`config.mk`:
```
export PLATFORM = sky130hd
export DESIGN_NAME = rrf_repeater_ctrl
export DESIGN_NICKNAME = d
export VERILOG_FILES = /design/src/rrf_pkg.sv /design/src/rrf_param_store.sv /design/src/rrf_repeater_ctrl.sv
export SDC_FILE = /design/constraint.sdc
export NUM_CORES = 1
export LEC_CHECK = 0
export ABC_AREA = 1
export BUFFER_PORTS_ARGS = -buffer_cell sky130_fd_sc_hd__buf_2
export CELL_PAD_IN_SITES_DETAIL_PLACEMENT = 0
export CELL_PAD_IN_SITES_GLOBAL_PLACEMENT = 1
export CORE_ASPECT_RATIO = 1.25
export CORE_MARGIN = 4
export CORE_UTILIZATION = 35
export CTS_BUF_LIST = sky130_fd_sc_hd__clkbuf_16
export DETAILED_ROUTE_END_ITERATION = 16
export GPL_TIMING_DRIVEN = 0
export PLACE_DENSITY = 0.7
export SLEW_MARGIN = 10
export SYNTH_ARGS = -nofsm -noshare
export SYNTH_HDL_FRONTEND = slang
export SYNTH_SLANG_ARGS = --single-unit
```
`constraint.sdc`:
```
create_clock -name core_clk_in -period 2.24 [get_ports core_clk_in]
set_input_delay 0.448 -clock core_clk_in [delete_from_list [all_inputs] [get_ports core_clk_in]]
set_output_delay 0.448 -clock core_clk_in [all_outputs]
set_load 0.1 [all_outputs]
```
`src/rrf_pkg.sv`:
```
/*
 * Shared constants and types for the repeater forwarding control block:
 * parameter store layout, factory defaults, mode codes and the reload time.
 * Assumes a single 125 MHz core clock and packets delivered as whole words.
 */
package rrf_pkg;

    // ----------------------------------------------------------------
    // Parameter store layout
    // ----------------------------------------------------------------
    localparam logic [2:0] IDX_HEADER  = 3'h0;  // Fixed header byte, read only
    localparam logic [2:0] IDX_ADDR_HI = 3'h1;
    localparam logic [2:0] IDX_ADDR_LO = 3'h2;
    localparam logic [2:0] IDX_REG0    = 3'h3;  // Serial rate, framing, air rate
    localparam logic [2:0] IDX_REG1    = 3'h4;
    localparam logic [2:0] IDX_CHANNEL = 3'h5;
    localparam logic [2:0] IDX_NETWORK_IDENTIFIER   = 3'h6;
    localparam logic [2:0] IDX_OPT3    = 3'h7;
    localparam int         STORE_WORDS = 8;

    // ----------------------------------------------------------------
    // Factory defaults
    // ----------------------------------------------------------------
    localparam logic [7:0] DEF_HEADER  = 8'hC0;
    localparam logic [7:0] DEF_ADDR_HI = 8'h00;
    localparam logic [7:0] DEF_ADDR_LO = 8'h00;
    localparam logic [7:0] DEF_REG0    = 8'h62; // 9600 baud, 8N1, 2.4 kbps air
    localparam logic [7:0] DEF_REG1    = 8'h00;
    localparam logic [7:0] DEF_CHANNEL = 8'h12;
    localparam logic [7:0] DEF_NETWORK_IDENTIFIER   = 8'h00;
    localparam logic [7:0] DEF_OPT3    = 8'h00;

    // ----------------------------------------------------------------
    // Fields, modes and limits
    // ----------------------------------------------------------------
    localparam int         OPT3_REPEAT_BIT = 5;
    localparam logic [7:0] CHANNEL_MAX     = 8'h50;  // Highest legal channel, 80
    localparam logic [1:0] MODE_NORMAL     = 2'h0;
    localparam logic [1:0] MODE_WOR        = 2'h1;
    localparam logic [1:0] MODE_CONFIG     = 2'h2;
    localparam logic [1:0] MODE_SLEEP      = 2'h3;

    // ----------------------------------------------------------------
    // Timing
    // ----------------------------------------------------------------
    localparam int CLK_PERIOD_NS  = 8;
    localparam int RELOAD_TIME_NS = 20000;
    localparam int RELOAD_CYCLES  = (RELOAD_TIME_NS + CLK_PERIOD_NS - 1) / CLK_PERIOD_NS;

    // ----------------------------------------------------------------
    // Types
    // ----------------------------------------------------------------
    typedef struct packed {
        logic [7:0]  net_id;
        logic [15:0] dst_addr;
        logic [15:0] src_addr;
        logic [7:0]  data;
    } rrf_pkt_s;

    typedef struct packed {
        logic [7:0] addr_high_byte;
        logic [7:0] addr_low_byte;
        logic [7:0] network_identifier;
        logic [7:0] channel;
        logic [7:0] option_register_three;
    } rrf_cfg_s;

    typedef enum logic [1:0] {
        ST_RELOAD = 2'b01,
        ST_RUN    = 2'b10
    } rrf_state_e;

endpackage : rrf_pkg

```
`src/rrf_param_store.sv`:
```
/*
 * Parameter store: eight byte-wide words with a registered read port and a
 * registered view of the working fields. Factory restore loads the defaults.
 * Assumes the caller only presents writes it has already qualified.
 */
`timescale 1ns/1ps
module rrf_param_store
    import rrf_pkg::*;
#(
    parameter int WORDS = STORE_WORDS
) (
    // Clock and control
    input  wire logic       clk_in,
    input  wire logic       rst_in,
    input  wire logic       ce_in,
    input  wire logic       factory_in,
    // Access port
    input  wire logic       wr_in,
    input  wire logic [2:0] idx_in,
    input  wire logic [7:0] wdata_in,
    output logic      [7:0] rdata_out,
    output rrf_cfg_s        cfg_out
);

    initial begin
        if (WORDS != STORE_WORDS) $error("param store needs exactly eight words");
    end

    logic [7:0] mem_r [WORDS];
    logic       load_defaults;

    // ----------------------------------------------------------------
    // Storage
    // ----------------------------------------------------------------
    assign load_defaults = rst_in || factory_in;

    // Defaults on reset or factory restore, else qualified writes
    always_ff @(posedge clk_in) begin
        if (load_defaults) begin
            mem_r[IDX_HEADER]  <= DEF_HEADER;
            mem_r[IDX_ADDR_HI] <= DEF_ADDR_HI;
            mem_r[IDX_ADDR_LO] <= DEF_ADDR_LO;
            mem_r[IDX_REG0]    <= DEF_REG0;
            mem_r[IDX_REG1]    <= DEF_REG1;
            mem_r[IDX_CHANNEL] <= DEF_CHANNEL;
            mem_r[IDX_NETWORK_IDENTIFIER]   <= DEF_NETWORK_IDENTIFIER;
            mem_r[IDX_OPT3]    <= DEF_OPT3;
        end else if (ce_in && wr_in && idx_in != IDX_HEADER) begin
            mem_r[idx_in] <= wdata_in;
        end
    end

    // Registered read data and field view
    always_ff @(posedge clk_in) begin
        if (rst_in) begin
            rdata_out <= 8'h00;
            cfg_out   <= '0;
        end else if (ce_in) begin
            rdata_out                     <= mem_r[idx_in];
            cfg_out.addr_high_byte        <= mem_r[IDX_ADDR_HI];
            cfg_out.addr_low_byte         <= mem_r[IDX_ADDR_LO];
            cfg_out.network_identifier    <= mem_r[IDX_NETWORK_IDENTIFIER];
            cfg_out.channel               <= mem_r[IDX_CHANNEL];
            cfg_out.option_register_three <= mem_r[IDX_OPT3];
        end
    end

    // ----------------------------------------------------------------
    // Checks
    // ----------------------------------------------------------------
    property p_factory_block;
        @(posedge clk_in) disable iff (rst_in)
        factory_in |=> (mem_r[IDX_HEADER] == DEF_HEADER && mem_r[IDX_REG0] == DEF_REG0
                        && mem_r[IDX_CHANNEL] == DEF_CHANNEL && mem_r[IDX_ADDR_HI] == DEF_ADDR_HI);
    endproperty
    a_factory_block: assert property (p_factory_block) else $error("factory block wrong");

endmodule : rrf_param_store

```
`src/rrf_repeater_ctrl.sv`:
```
/*
 * Repeater forwarding control: mode tracking, parameter reload with status
 * pin, host data gating and two-way relay between two paired networks.
 * Assumes the radio side hands over one decoded packet word per rx_valid_in
 * and takes one packet word per air_tx_valid_out without back-pressure.
 */
`timescale 1ns/1ps
module rrf_repeater_ctrl
    import rrf_pkg::*;
#(
    parameter int RELOAD_LEN = RELOAD_CYCLES
) (
    // Clock, reset, enable
    input  wire logic       core_clk_in,
    input  wire logic       rst_in,
    input  wire logic       clk_en_in,
    // Mode pins and factory restore
    input  wire logic [1:0] mode_select_pins_in,
    input  wire logic       factory_reset_in,
    // Parameter access
    input  wire logic       cfg_wr_in,
    input  wire logic [2:0] cfg_idx_in,
    input  wire logic [7:0] cfg_wdata_in,
    output logic      [7:0] cfg_rdata_out,
    // Packets heard on air
    input  wire logic       rx_valid_in,
    input  rrf_pkt_s        rx_pkt_in,
    // Host data for transmission
    input  wire logic       host_tx_valid_in,
    input  wire logic [7:0] host_tx_data_in,
    output logic            host_tx_ready_out,
    // Packets to transmit
    output logic            air_tx_valid_out,
    output rrf_pkt_s        air_tx_pkt_out,
    // Data to host
    output logic            host_rx_valid_out,
    output logic      [7:0] host_rx_data_out,
    // Status
    output logic            aux_out,
    output logic            low_power_out,
    output logic            repeater_active_out,
    output logic      [1:0] mode_out
);

    initial begin
        if (RELOAD_LEN < 1 || RELOAD_LEN > 4095) $error("reload length out of range");
    end

    // ----------------------------------------------------------------
    // Declarations
    // ----------------------------------------------------------------
    logic [1:0]  ms1_r, ms2_r, ms3_r;
    logic [1:0]  mode_r, mode_nxt;
    rrf_state_e  st_r, st_nxt;
    logic [11:0] cnt_r, cnt_nxt;
    rrf_cfg_s    cfg_r, store_cfg;
    logic        rep_on, leave_sleep, reload_done, wr_ok;
    logic        hit_hi, hit_lo, fwd_go, host_take, deliver;
    logic [15:0] own_addr;
    rrf_pkt_s    fwd_pkt, host_pkt;
    logic        ready_nxt, lowp_nxt, active_nxt;

    // ----------------------------------------------------------------
    // Mode pin synchroniser
    // ----------------------------------------------------------------
    // Three stages; a change is taken once stages two and three agree
    always_ff @(posedge core_clk_in) begin
        if (rst_in) begin
            ms1_r <= MODE_NORMAL;
            ms2_r <= MODE_NORMAL;
            ms3_r <= MODE_NORMAL;
        end else if (clk_en_in) begin
            ms1_r <= mode_select_pins_in;
            ms2_r <= ms1_r;
            ms3_r <= ms2_r;
        end
    end

    assign mode_nxt    = (ms2_r == ms3_r) ? ms3_r : mode_r;
    assign leave_sleep = (mode_r == MODE_SLEEP) && (mode_nxt != MODE_SLEEP);

    // ----------------------------------------------------------------
    // Parameter store and access qualification
    // ----------------------------------------------------------------
    // Writes only in configuration mode, after reload, with channel in range
    assign wr_ok = cfg_wr_in && (mode_r == MODE_CONFIG) && (st_r == ST_RUN)
                   && !(cfg_idx_in == IDX_CHANNEL && cfg_wdata_in > CHANNEL_MAX);

    rrf_param_store #(
        .WORDS (STORE_WORDS)
    ) u_store (
        .clk_in     (core_clk_in),
        .rst_in     (rst_in),
        .ce_in      (clk_en_in),
        .factory_in (factory_reset_in && clk_en_in),
        .wr_in      (wr_ok),
        .idx_in     (cfg_idx_in),
        .wdata_in   (cfg_wdata_in),
        .rdata_out  (cfg_rdata_out),
        .cfg_out    (store_cfg)
    );

    // ----------------------------------------------------------------
    // Reload sequencer
    // ----------------------------------------------------------------
    assign reload_done = (cnt_r == 12'(RELOAD_LEN - 1));

    // Reset, or a sleep exit or factory restore while in ST_RUN, start a new reload
    always_comb begin
        st_nxt  = st_r;
        cnt_nxt = cnt_r;
        case (st_r)
            ST_RELOAD: begin
                cnt_nxt = cnt_r + 12'h001;
                if (reload_done) begin
                    st_nxt  = ST_RUN;
                    cnt_nxt = 12'h000;
                end
            end
            ST_RUN: begin
                if (leave_sleep || factory_reset_in) begin
                    st_nxt  = ST_RELOAD;
                    cnt_nxt = 12'h000;
                end
            end
            default: begin
                st_nxt  = ST_RELOAD;
                cnt_nxt = 12'h000;
            end
        endcase
    end

    // State, counter, mode and working parameters
    always_ff @(posedge core_clk_in) begin
        if (rst_in) begin
            st_r   <= ST_RELOAD;
            cnt_r  <= 12'h000;
            mode_r <= MODE_NORMAL;
            cfg_r  <= '0;
        end else if (clk_en_in) begin
            st_r   <= st_nxt;
            cnt_r  <= cnt_nxt;
            mode_r <= mode_nxt;
            if (st_nxt == ST_RUN) begin
                cfg_r <= store_cfg;
            end
        end
    end

    // ----------------------------------------------------------------
    // Forwarding decode
    // ----------------------------------------------------------------
    assign rep_on   = cfg_r.option_register_three[OPT3_REPEAT_BIT];
    assign own_addr = {cfg_r.addr_high_byte, cfg_r.addr_low_byte};
    // Address bytes act as network pair; own identifier is not consulted
    assign hit_hi   = rx_pkt_in.net_id == cfg_r.addr_high_byte;
    assign hit_lo   = rx_pkt_in.net_id == cfg_r.addr_low_byte;
    // One relay per heard packet, never back onto its own network
    assign fwd_go   = repeater_active_out && rx_valid_in && (hit_hi || hit_lo)
                      && (cfg_r.addr_high_byte != cfg_r.addr_low_byte);

    // Relay onto the opposite network of the pair
    always_comb begin
        fwd_pkt        = rx_pkt_in;
        fwd_pkt.net_id = hit_hi ? cfg_r.addr_low_byte : cfg_r.addr_high_byte;
    end

    // Host data goes out on own network, transparently addressed
    always_comb begin
        host_pkt          = '0;
        host_pkt.net_id   = cfg_r.network_identifier;
        host_pkt.dst_addr = own_addr;
        host_pkt.src_addr = own_addr;
        host_pkt.data     = host_tx_data_in;
    end

    assign host_take  = host_tx_valid_in && host_tx_ready_out;
    // End node delivery only on own network and matching sender address
    assign deliver    = rx_valid_in && !rep_on && (st_r == ST_RUN)
                        && (mode_r == MODE_NORMAL || mode_r == MODE_WOR)
                        && rx_pkt_in.net_id == cfg_r.network_identifier
                        && rx_pkt_in.src_addr == own_addr;
    assign ready_nxt  = !rep_on && (st_nxt == ST_RUN)
                        && (mode_nxt == MODE_NORMAL || mode_nxt == MODE_WOR);
    assign lowp_nxt   = !rep_on && (mode_nxt == MODE_WOR || mode_nxt == MODE_SLEEP);
    assign active_nxt = rep_on && (st_nxt == ST_RUN) && (mode_nxt == MODE_NORMAL);

    // ----------------------------------------------------------------
    // Output registers
    // ----------------------------------------------------------------
    always_ff @(posedge core_clk_in) begin
        if (rst_in) begin
            air_tx_valid_out    <= 1'b0;
            air_tx_pkt_out      <= '0;
            host_rx_valid_out   <= 1'b0;
            host_rx_data_out    <= 8'h00;
            host_tx_ready_out   <= 1'b0;
            low_power_out       <= 1'b0;
            repeater_active_out <= 1'b0;
            aux_out             <= 1'b0;
            mode_out            <= MODE_NORMAL;
        end else if (clk_en_in) begin
            air_tx_valid_out    <= fwd_go || host_take;
            air_tx_pkt_out      <= fwd_go ? fwd_pkt : host_pkt;
            host_rx_valid_out   <= deliver;
            host_rx_data_out    <= rx_pkt_in.data;
            host_tx_ready_out   <= ready_nxt;
            low_power_out       <= lowp_nxt;
            repeater_active_out <= active_nxt;
            aux_out             <= (st_nxt == ST_RUN);
            mode_out            <= mode_nxt;
        end
    end

    // ----------------------------------------------------------------
    // Checks
    // ----------------------------------------------------------------
    logic [11:0] low_cnt_r;

    // Length of the current low stretch of the status pin
    always_ff @(posedge core_clk_in) begin
        if (rst_in) begin
            low_cnt_r <= 12'h000;
        end else if (clk_en_in) begin
            low_cnt_r <= aux_out ? 12'h000 : low_cnt_r + 12'h001;
        end
    end

    property p_aux_reload;
        @(posedge core_clk_in) disable iff (rst_in)
        (st_r != ST_RUN) |-> !aux_out;
    endproperty
    a_aux_reload: assert property (p_aux_reload) else $error("status high in reload");

    property p_reload_len;
        @(posedge core_clk_in) disable iff (rst_in)
        $rose(aux_out) |-> (low_cnt_r == 12'(RELOAD_LEN) || low_cnt_r == 12'(RELOAD_LEN + 1));
    endproperty
    a_reload_len: assert property (p_reload_len) else $error("reload length wrong");

    property p_hi_to_lo;
        @(posedge core_clk_in) disable iff (rst_in)
        (clk_en_in && fwd_go && hit_hi)
            |=> air_tx_valid_out && air_tx_pkt_out.net_id == $past(cfg_r.addr_low_byte);
    endproperty
    a_hi_to_lo: assert property (p_hi_to_lo) else $error("high to low relay wrong");

    property p_lo_to_hi;
        @(posedge core_clk_in) disable iff (rst_in)
        (clk_en_in && repeater_active_out && rx_valid_in && hit_lo && !hit_hi)
            |=> air_tx_valid_out && air_tx_pkt_out.net_id == $past(cfg_r.addr_high_byte)
                && air_tx_pkt_out.data == $past(rx_pkt_in.data);
    endproperty
    a_lo_to_hi: assert property (p_lo_to_hi) else $error("low to high relay wrong");

    property p_rep_blocks_host;
        @(posedge core_clk_in) disable iff (rst_in)
        repeater_active_out |-> !host_tx_ready_out && !host_rx_valid_out && !low_power_out;
    endproperty
    a_rep_blocks_host: assert property (p_rep_blocks_host) else $error("host path open");

    property p_rep_needs_normal;
        @(posedge core_clk_in) disable iff (rst_in)
        repeater_active_out |-> mode_out == MODE_NORMAL && aux_out;
    endproperty
    a_rep_needs_normal: assert property (p_rep_needs_normal) else $error("repeat off normal");

    property p_deliver_match;
        @(posedge core_clk_in) disable iff (rst_in)
        (host_rx_valid_out && $past(clk_en_in))
            |-> $past(rx_pkt_in.src_addr) == $past(own_addr)
                              && host_rx_data_out == $past(rx_pkt_in.data);
    endproperty
    a_deliver_match: assert property (p_deliver_match) else $error("delivery mismatch");

    property p_cfg_gate;
        @(posedge core_clk_in) disable iff (rst_in)
        (clk_en_in && cfg_wr_in && mode_r != MODE_CONFIG) |-> !wr_ok;
    endproperty
    a_cfg_gate: assert property (p_cfg_gate) else $error("write outside config");

    property p_network_identifier_ignored;
        @(posedge core_clk_in) disable iff (rst_in)
        (clk_en_in && fwd_go && rx_pkt_in.net_id != cfg_r.network_identifier)
            |=> air_tx_valid_out;
    endproperty
    a_network_identifier_ignored: assert property (p_network_identifier_ignored) else $error("network_identifier blocked relay");

endmodule : rrf_repeater_ctrl

```
==> metrics.cfg <==
[run_status]
status = finished clean

[global_routing]
grt_pass1_wl_mm = 49.15
grt_max_degree = 15
grt_pass1_vias = 8791
antenna_found_initial = 0
grt_usage_pct = 20.29
grt_overflow = 0

[timing]
finalHoldViolations = 0
setup_ws_ps = 133.6
finalCriticalPeriod_ps = 2106
report.final.slew_viol_count = 0
relSlewSlack_pct = 47.28
skew_ps = 12.58
grt_setup_unrepaired = true
fmax_mhz = 474.7
finalCritPeriodShare_pct = 94.04
final.setup.tns_ps = 0
setup_viol = 0
tightest_slew_ps = 790.9
hold_slack_ps = 201.3

[clock_tree]
clockBufferDepth = 3
ctsHoldBuffers = 0
cts_tree = built
h-tree-depth = 1
clock_sinks = 206
clock_latency_ps = 510
path_clk_slew_ps = 60
numCtsBuffers = 23
root_buffer = clkbuf_16

[power]
powerDensity_nw_per_um2 = 759.2
power_leakage_nw = 5.549
power_switching_mw = 2.641
peakVddDrop_mv = 0.6054
switching_share_pct = 29.12
p_int_mw = 6.430
p_comb_share_pct = 15.2
seq_power_share_pct = 45.4
power.share.clock_pct = 39.4

[die]
die_w_um = 158.4
io_pins = 148
initial_utilization_pct = 35.66
die_area_um2 = 31030
num_rows = 68
coreArea_um2 = 27740
die_y_um = 195.9

[drt]
first_pass_iters = 5
totalWireLength_mm = 32.38
num_vias = 8884
avgViaCountPerCell = 4.810
drt_iter0_drc = 513
drc = 0
routedWlPerCell_um = 17.53
ant_nets = 0

[layout]
layout_common_cells = nor2_1 (262), nand2_1 (185), inv_1 (173)
n_fill_cell = 2923
num-nets-final = 1560
multi_input_area_um2 = 4234
area_growth_pct = 20.80
diodes = 0
fin_cells = 1847
final_common_cell = nor2_1
ff_latch_area_um2 = 4766
post-route-util_pct = 43.08
layout-drive-gt1-share_pct = 17.30

[worst_setup_path]
reg2regPathDepth = 9
path_cells = inv_1, ha_4, nand3_1, nor4_4, buf_4, nand2_1, nor2_4, nand2_2, nand2_4
cp_top_family = simple AND/OR/NAND/NOR gates
cpPeakStageDelay_ps = 340
cp.buffers_inverters = 2
r2r-end = u_store.mem_r[1][0]
cp-end-kind = flop
crit_slowest_cell = dfxtp_1
crit_type = flop to flop
ff2ff_setup_slack_ps = 130
cp.arrival_ps = 2320
timing.rr.start = st_r[0]
critical_path_required_ps = 2450
start_kind = flop
path_max_fanout = 9

[run]
drv_cap = 0

[synth]
synth_top_area_cell = dfxtp_1
synth-simple-area-share_pct = 24.07
syn_area_per_cell_um2 = 7.632
synth_compound_area_share_pct = 14.62
synth-xor-area-share_pct = 2.391
ys_top_cells_by_area = dfxtp_1 (29%), edfxtp_1 (19%), nor2_1 (9.9%)
synthMuxAreaShare_pct = 0
synth_top_area_share_pct = 28.74
yosysSeqAreaShare_pct = 48.17
syn-cell-area_um2 = 9891
synth_adder_area_share_pct = 0.3795
ys_seq_elements = 206
synth.distinct_cells = 50
yosys_warnings = 0
synth_top_family_by_area = simple AND/OR/NAND/NOR gates
syn_inst = 1296

[worst_hold_path]
hold_end = host_rx_data_out[4]
holdPathStages = 3
worst_hold_path_type = input pin to flop
min_from = rx_pkt_in[4]

[placed_design]
portBuffers = 146
gp_congestion = 0.9005
placedCellCount = 1799
hpwl_mm = 25.02
dp_slack_ps = -877.6

-- metal layers --
layer  routed length [um]  vias to the layer above  global-route usage [%]  share of wire (%)
li1                     -                     4537                       -                  -
met2                16490                      259                   37.22                 51
met3                 1712                       59                   3.310                5.3
met1                13180                     4029                   23.66                 41
met4                 1003                        0                   6.764                3.1
met5                    0                        -                       0                  0
-- what timing repair did --
action                                  CTS  global route
resized for setup                        19             7
buffers inserted                          2             5
pin swaps                                 1             1
endpoints found under the setup margin  107            60
-- final cells by class --
class,instances,area share [%]
buffer,65,3.173
clock buffer,23,4.817
clock inverter,18,1.089
inverter,171,5.372
multi-input combinational,861,35.44
sequential,206,39.89
tap,350,3.665
timing repair buffer,153,6.556
-- per-stage QoR --
step	power [mW]	area [um2]
after floorplan	5.151	9918
after global placement	5.543	11090
after detailed placement	5.552	11090
after CTS	9.152	11880
after global routing	9.439	11950
final	9.071	11950
-- how the worst max path moves through the flow --
| stage | startpoint | endpoint | slack [ps] | cells after the start |
|---|---|---|---|---|
| 6_report | st_r[0] | u_store.mem_r[1][0] | 130 | 9 |
| 5_1_grt | st_r[1] | cfg_r[30] | -20 | 12 |
| 4_1_cts | st_r[0] | u_store.mem_r[6][7] | 30 | 9 |
| 3_5_place_dp | rst_in | u_store.mem_r[1][5] | -880 | 8 |
| 3_3_place_gp | rst_in | u_store.mem_r[1][1] | -870 | 8 |
| 2_1_floorplan | rst_in | u_store.mem_r[1][0] | 150 | 8 |
-- registers in the layout, indices dropped and copies added, names as in the netlist --
signal	cells
cfg_r	25
u_store.cfg_out	25
u_store.mem_r	64
host_rx_data_out	8
ms3_r	2
host_rx_valid_out	1
mode_out	2
st_r	2
ms1_r	2
air_tx_valid_out	1
cnt_r	12
aux_out	1
low_power_out	1
ms2_r	2
u_store.rdata_out	8
air_tx_pkt_out	48
repeater_active_out	1
host_tx_ready_out	1
-- tightest hold or removal path, stage by stage --
cell	delay, ps
buf_2	100
inv_1	60
a21oi_1	60
-- cell usage after synthesis (all sizes together) --
master / count
nor2: 272
nand2: 200
inv: 169
dfxtp: 142
o21ai: 135
a21oi: 93
edfxtp: 64
nand3: 45
buf: 35
clkbuf: 30
xor2: 24
nand3b: 21
nor3: 10
o22ai: 9
a31oi: 8
nand4: 6
a211oi: 4
ha: 3
nor4: 3
o2111ai: 3
or2: 3
xnor2: 3
clkinv: 2
conb: 2
nor3b: 2
o2111a: 2
o21bai: 2
o221ai: 2
a311oi: 1
o211ai: 1
-- power by group through the flow --
stage,Clock (mW),Sequential (mW),Combinational (mW)
final,3.57,4.12,1.38
after global routing,3.82,4.13,1.49
after CTS,3.67,4.11,1.37
after detailed placement,0,4.19,1.36
after global placement,0,4.19,1.35
after floorplan,0,4.62,0.532
-- kinds of logic (layout without fill, tap and decap cells) --
logic type | Yosys count | in the layout
and+or+nand+nor | 562 | 562
DFF | 206 | 206
AOI/OAI and AO/OA | 260 | 260
adders and majority gates | 3 | 3
buffers and inverters | 236 | 430
xor gates and xnor gates | 27 | 27
other | 2 | 9
(Power assumes the default switching activity.)
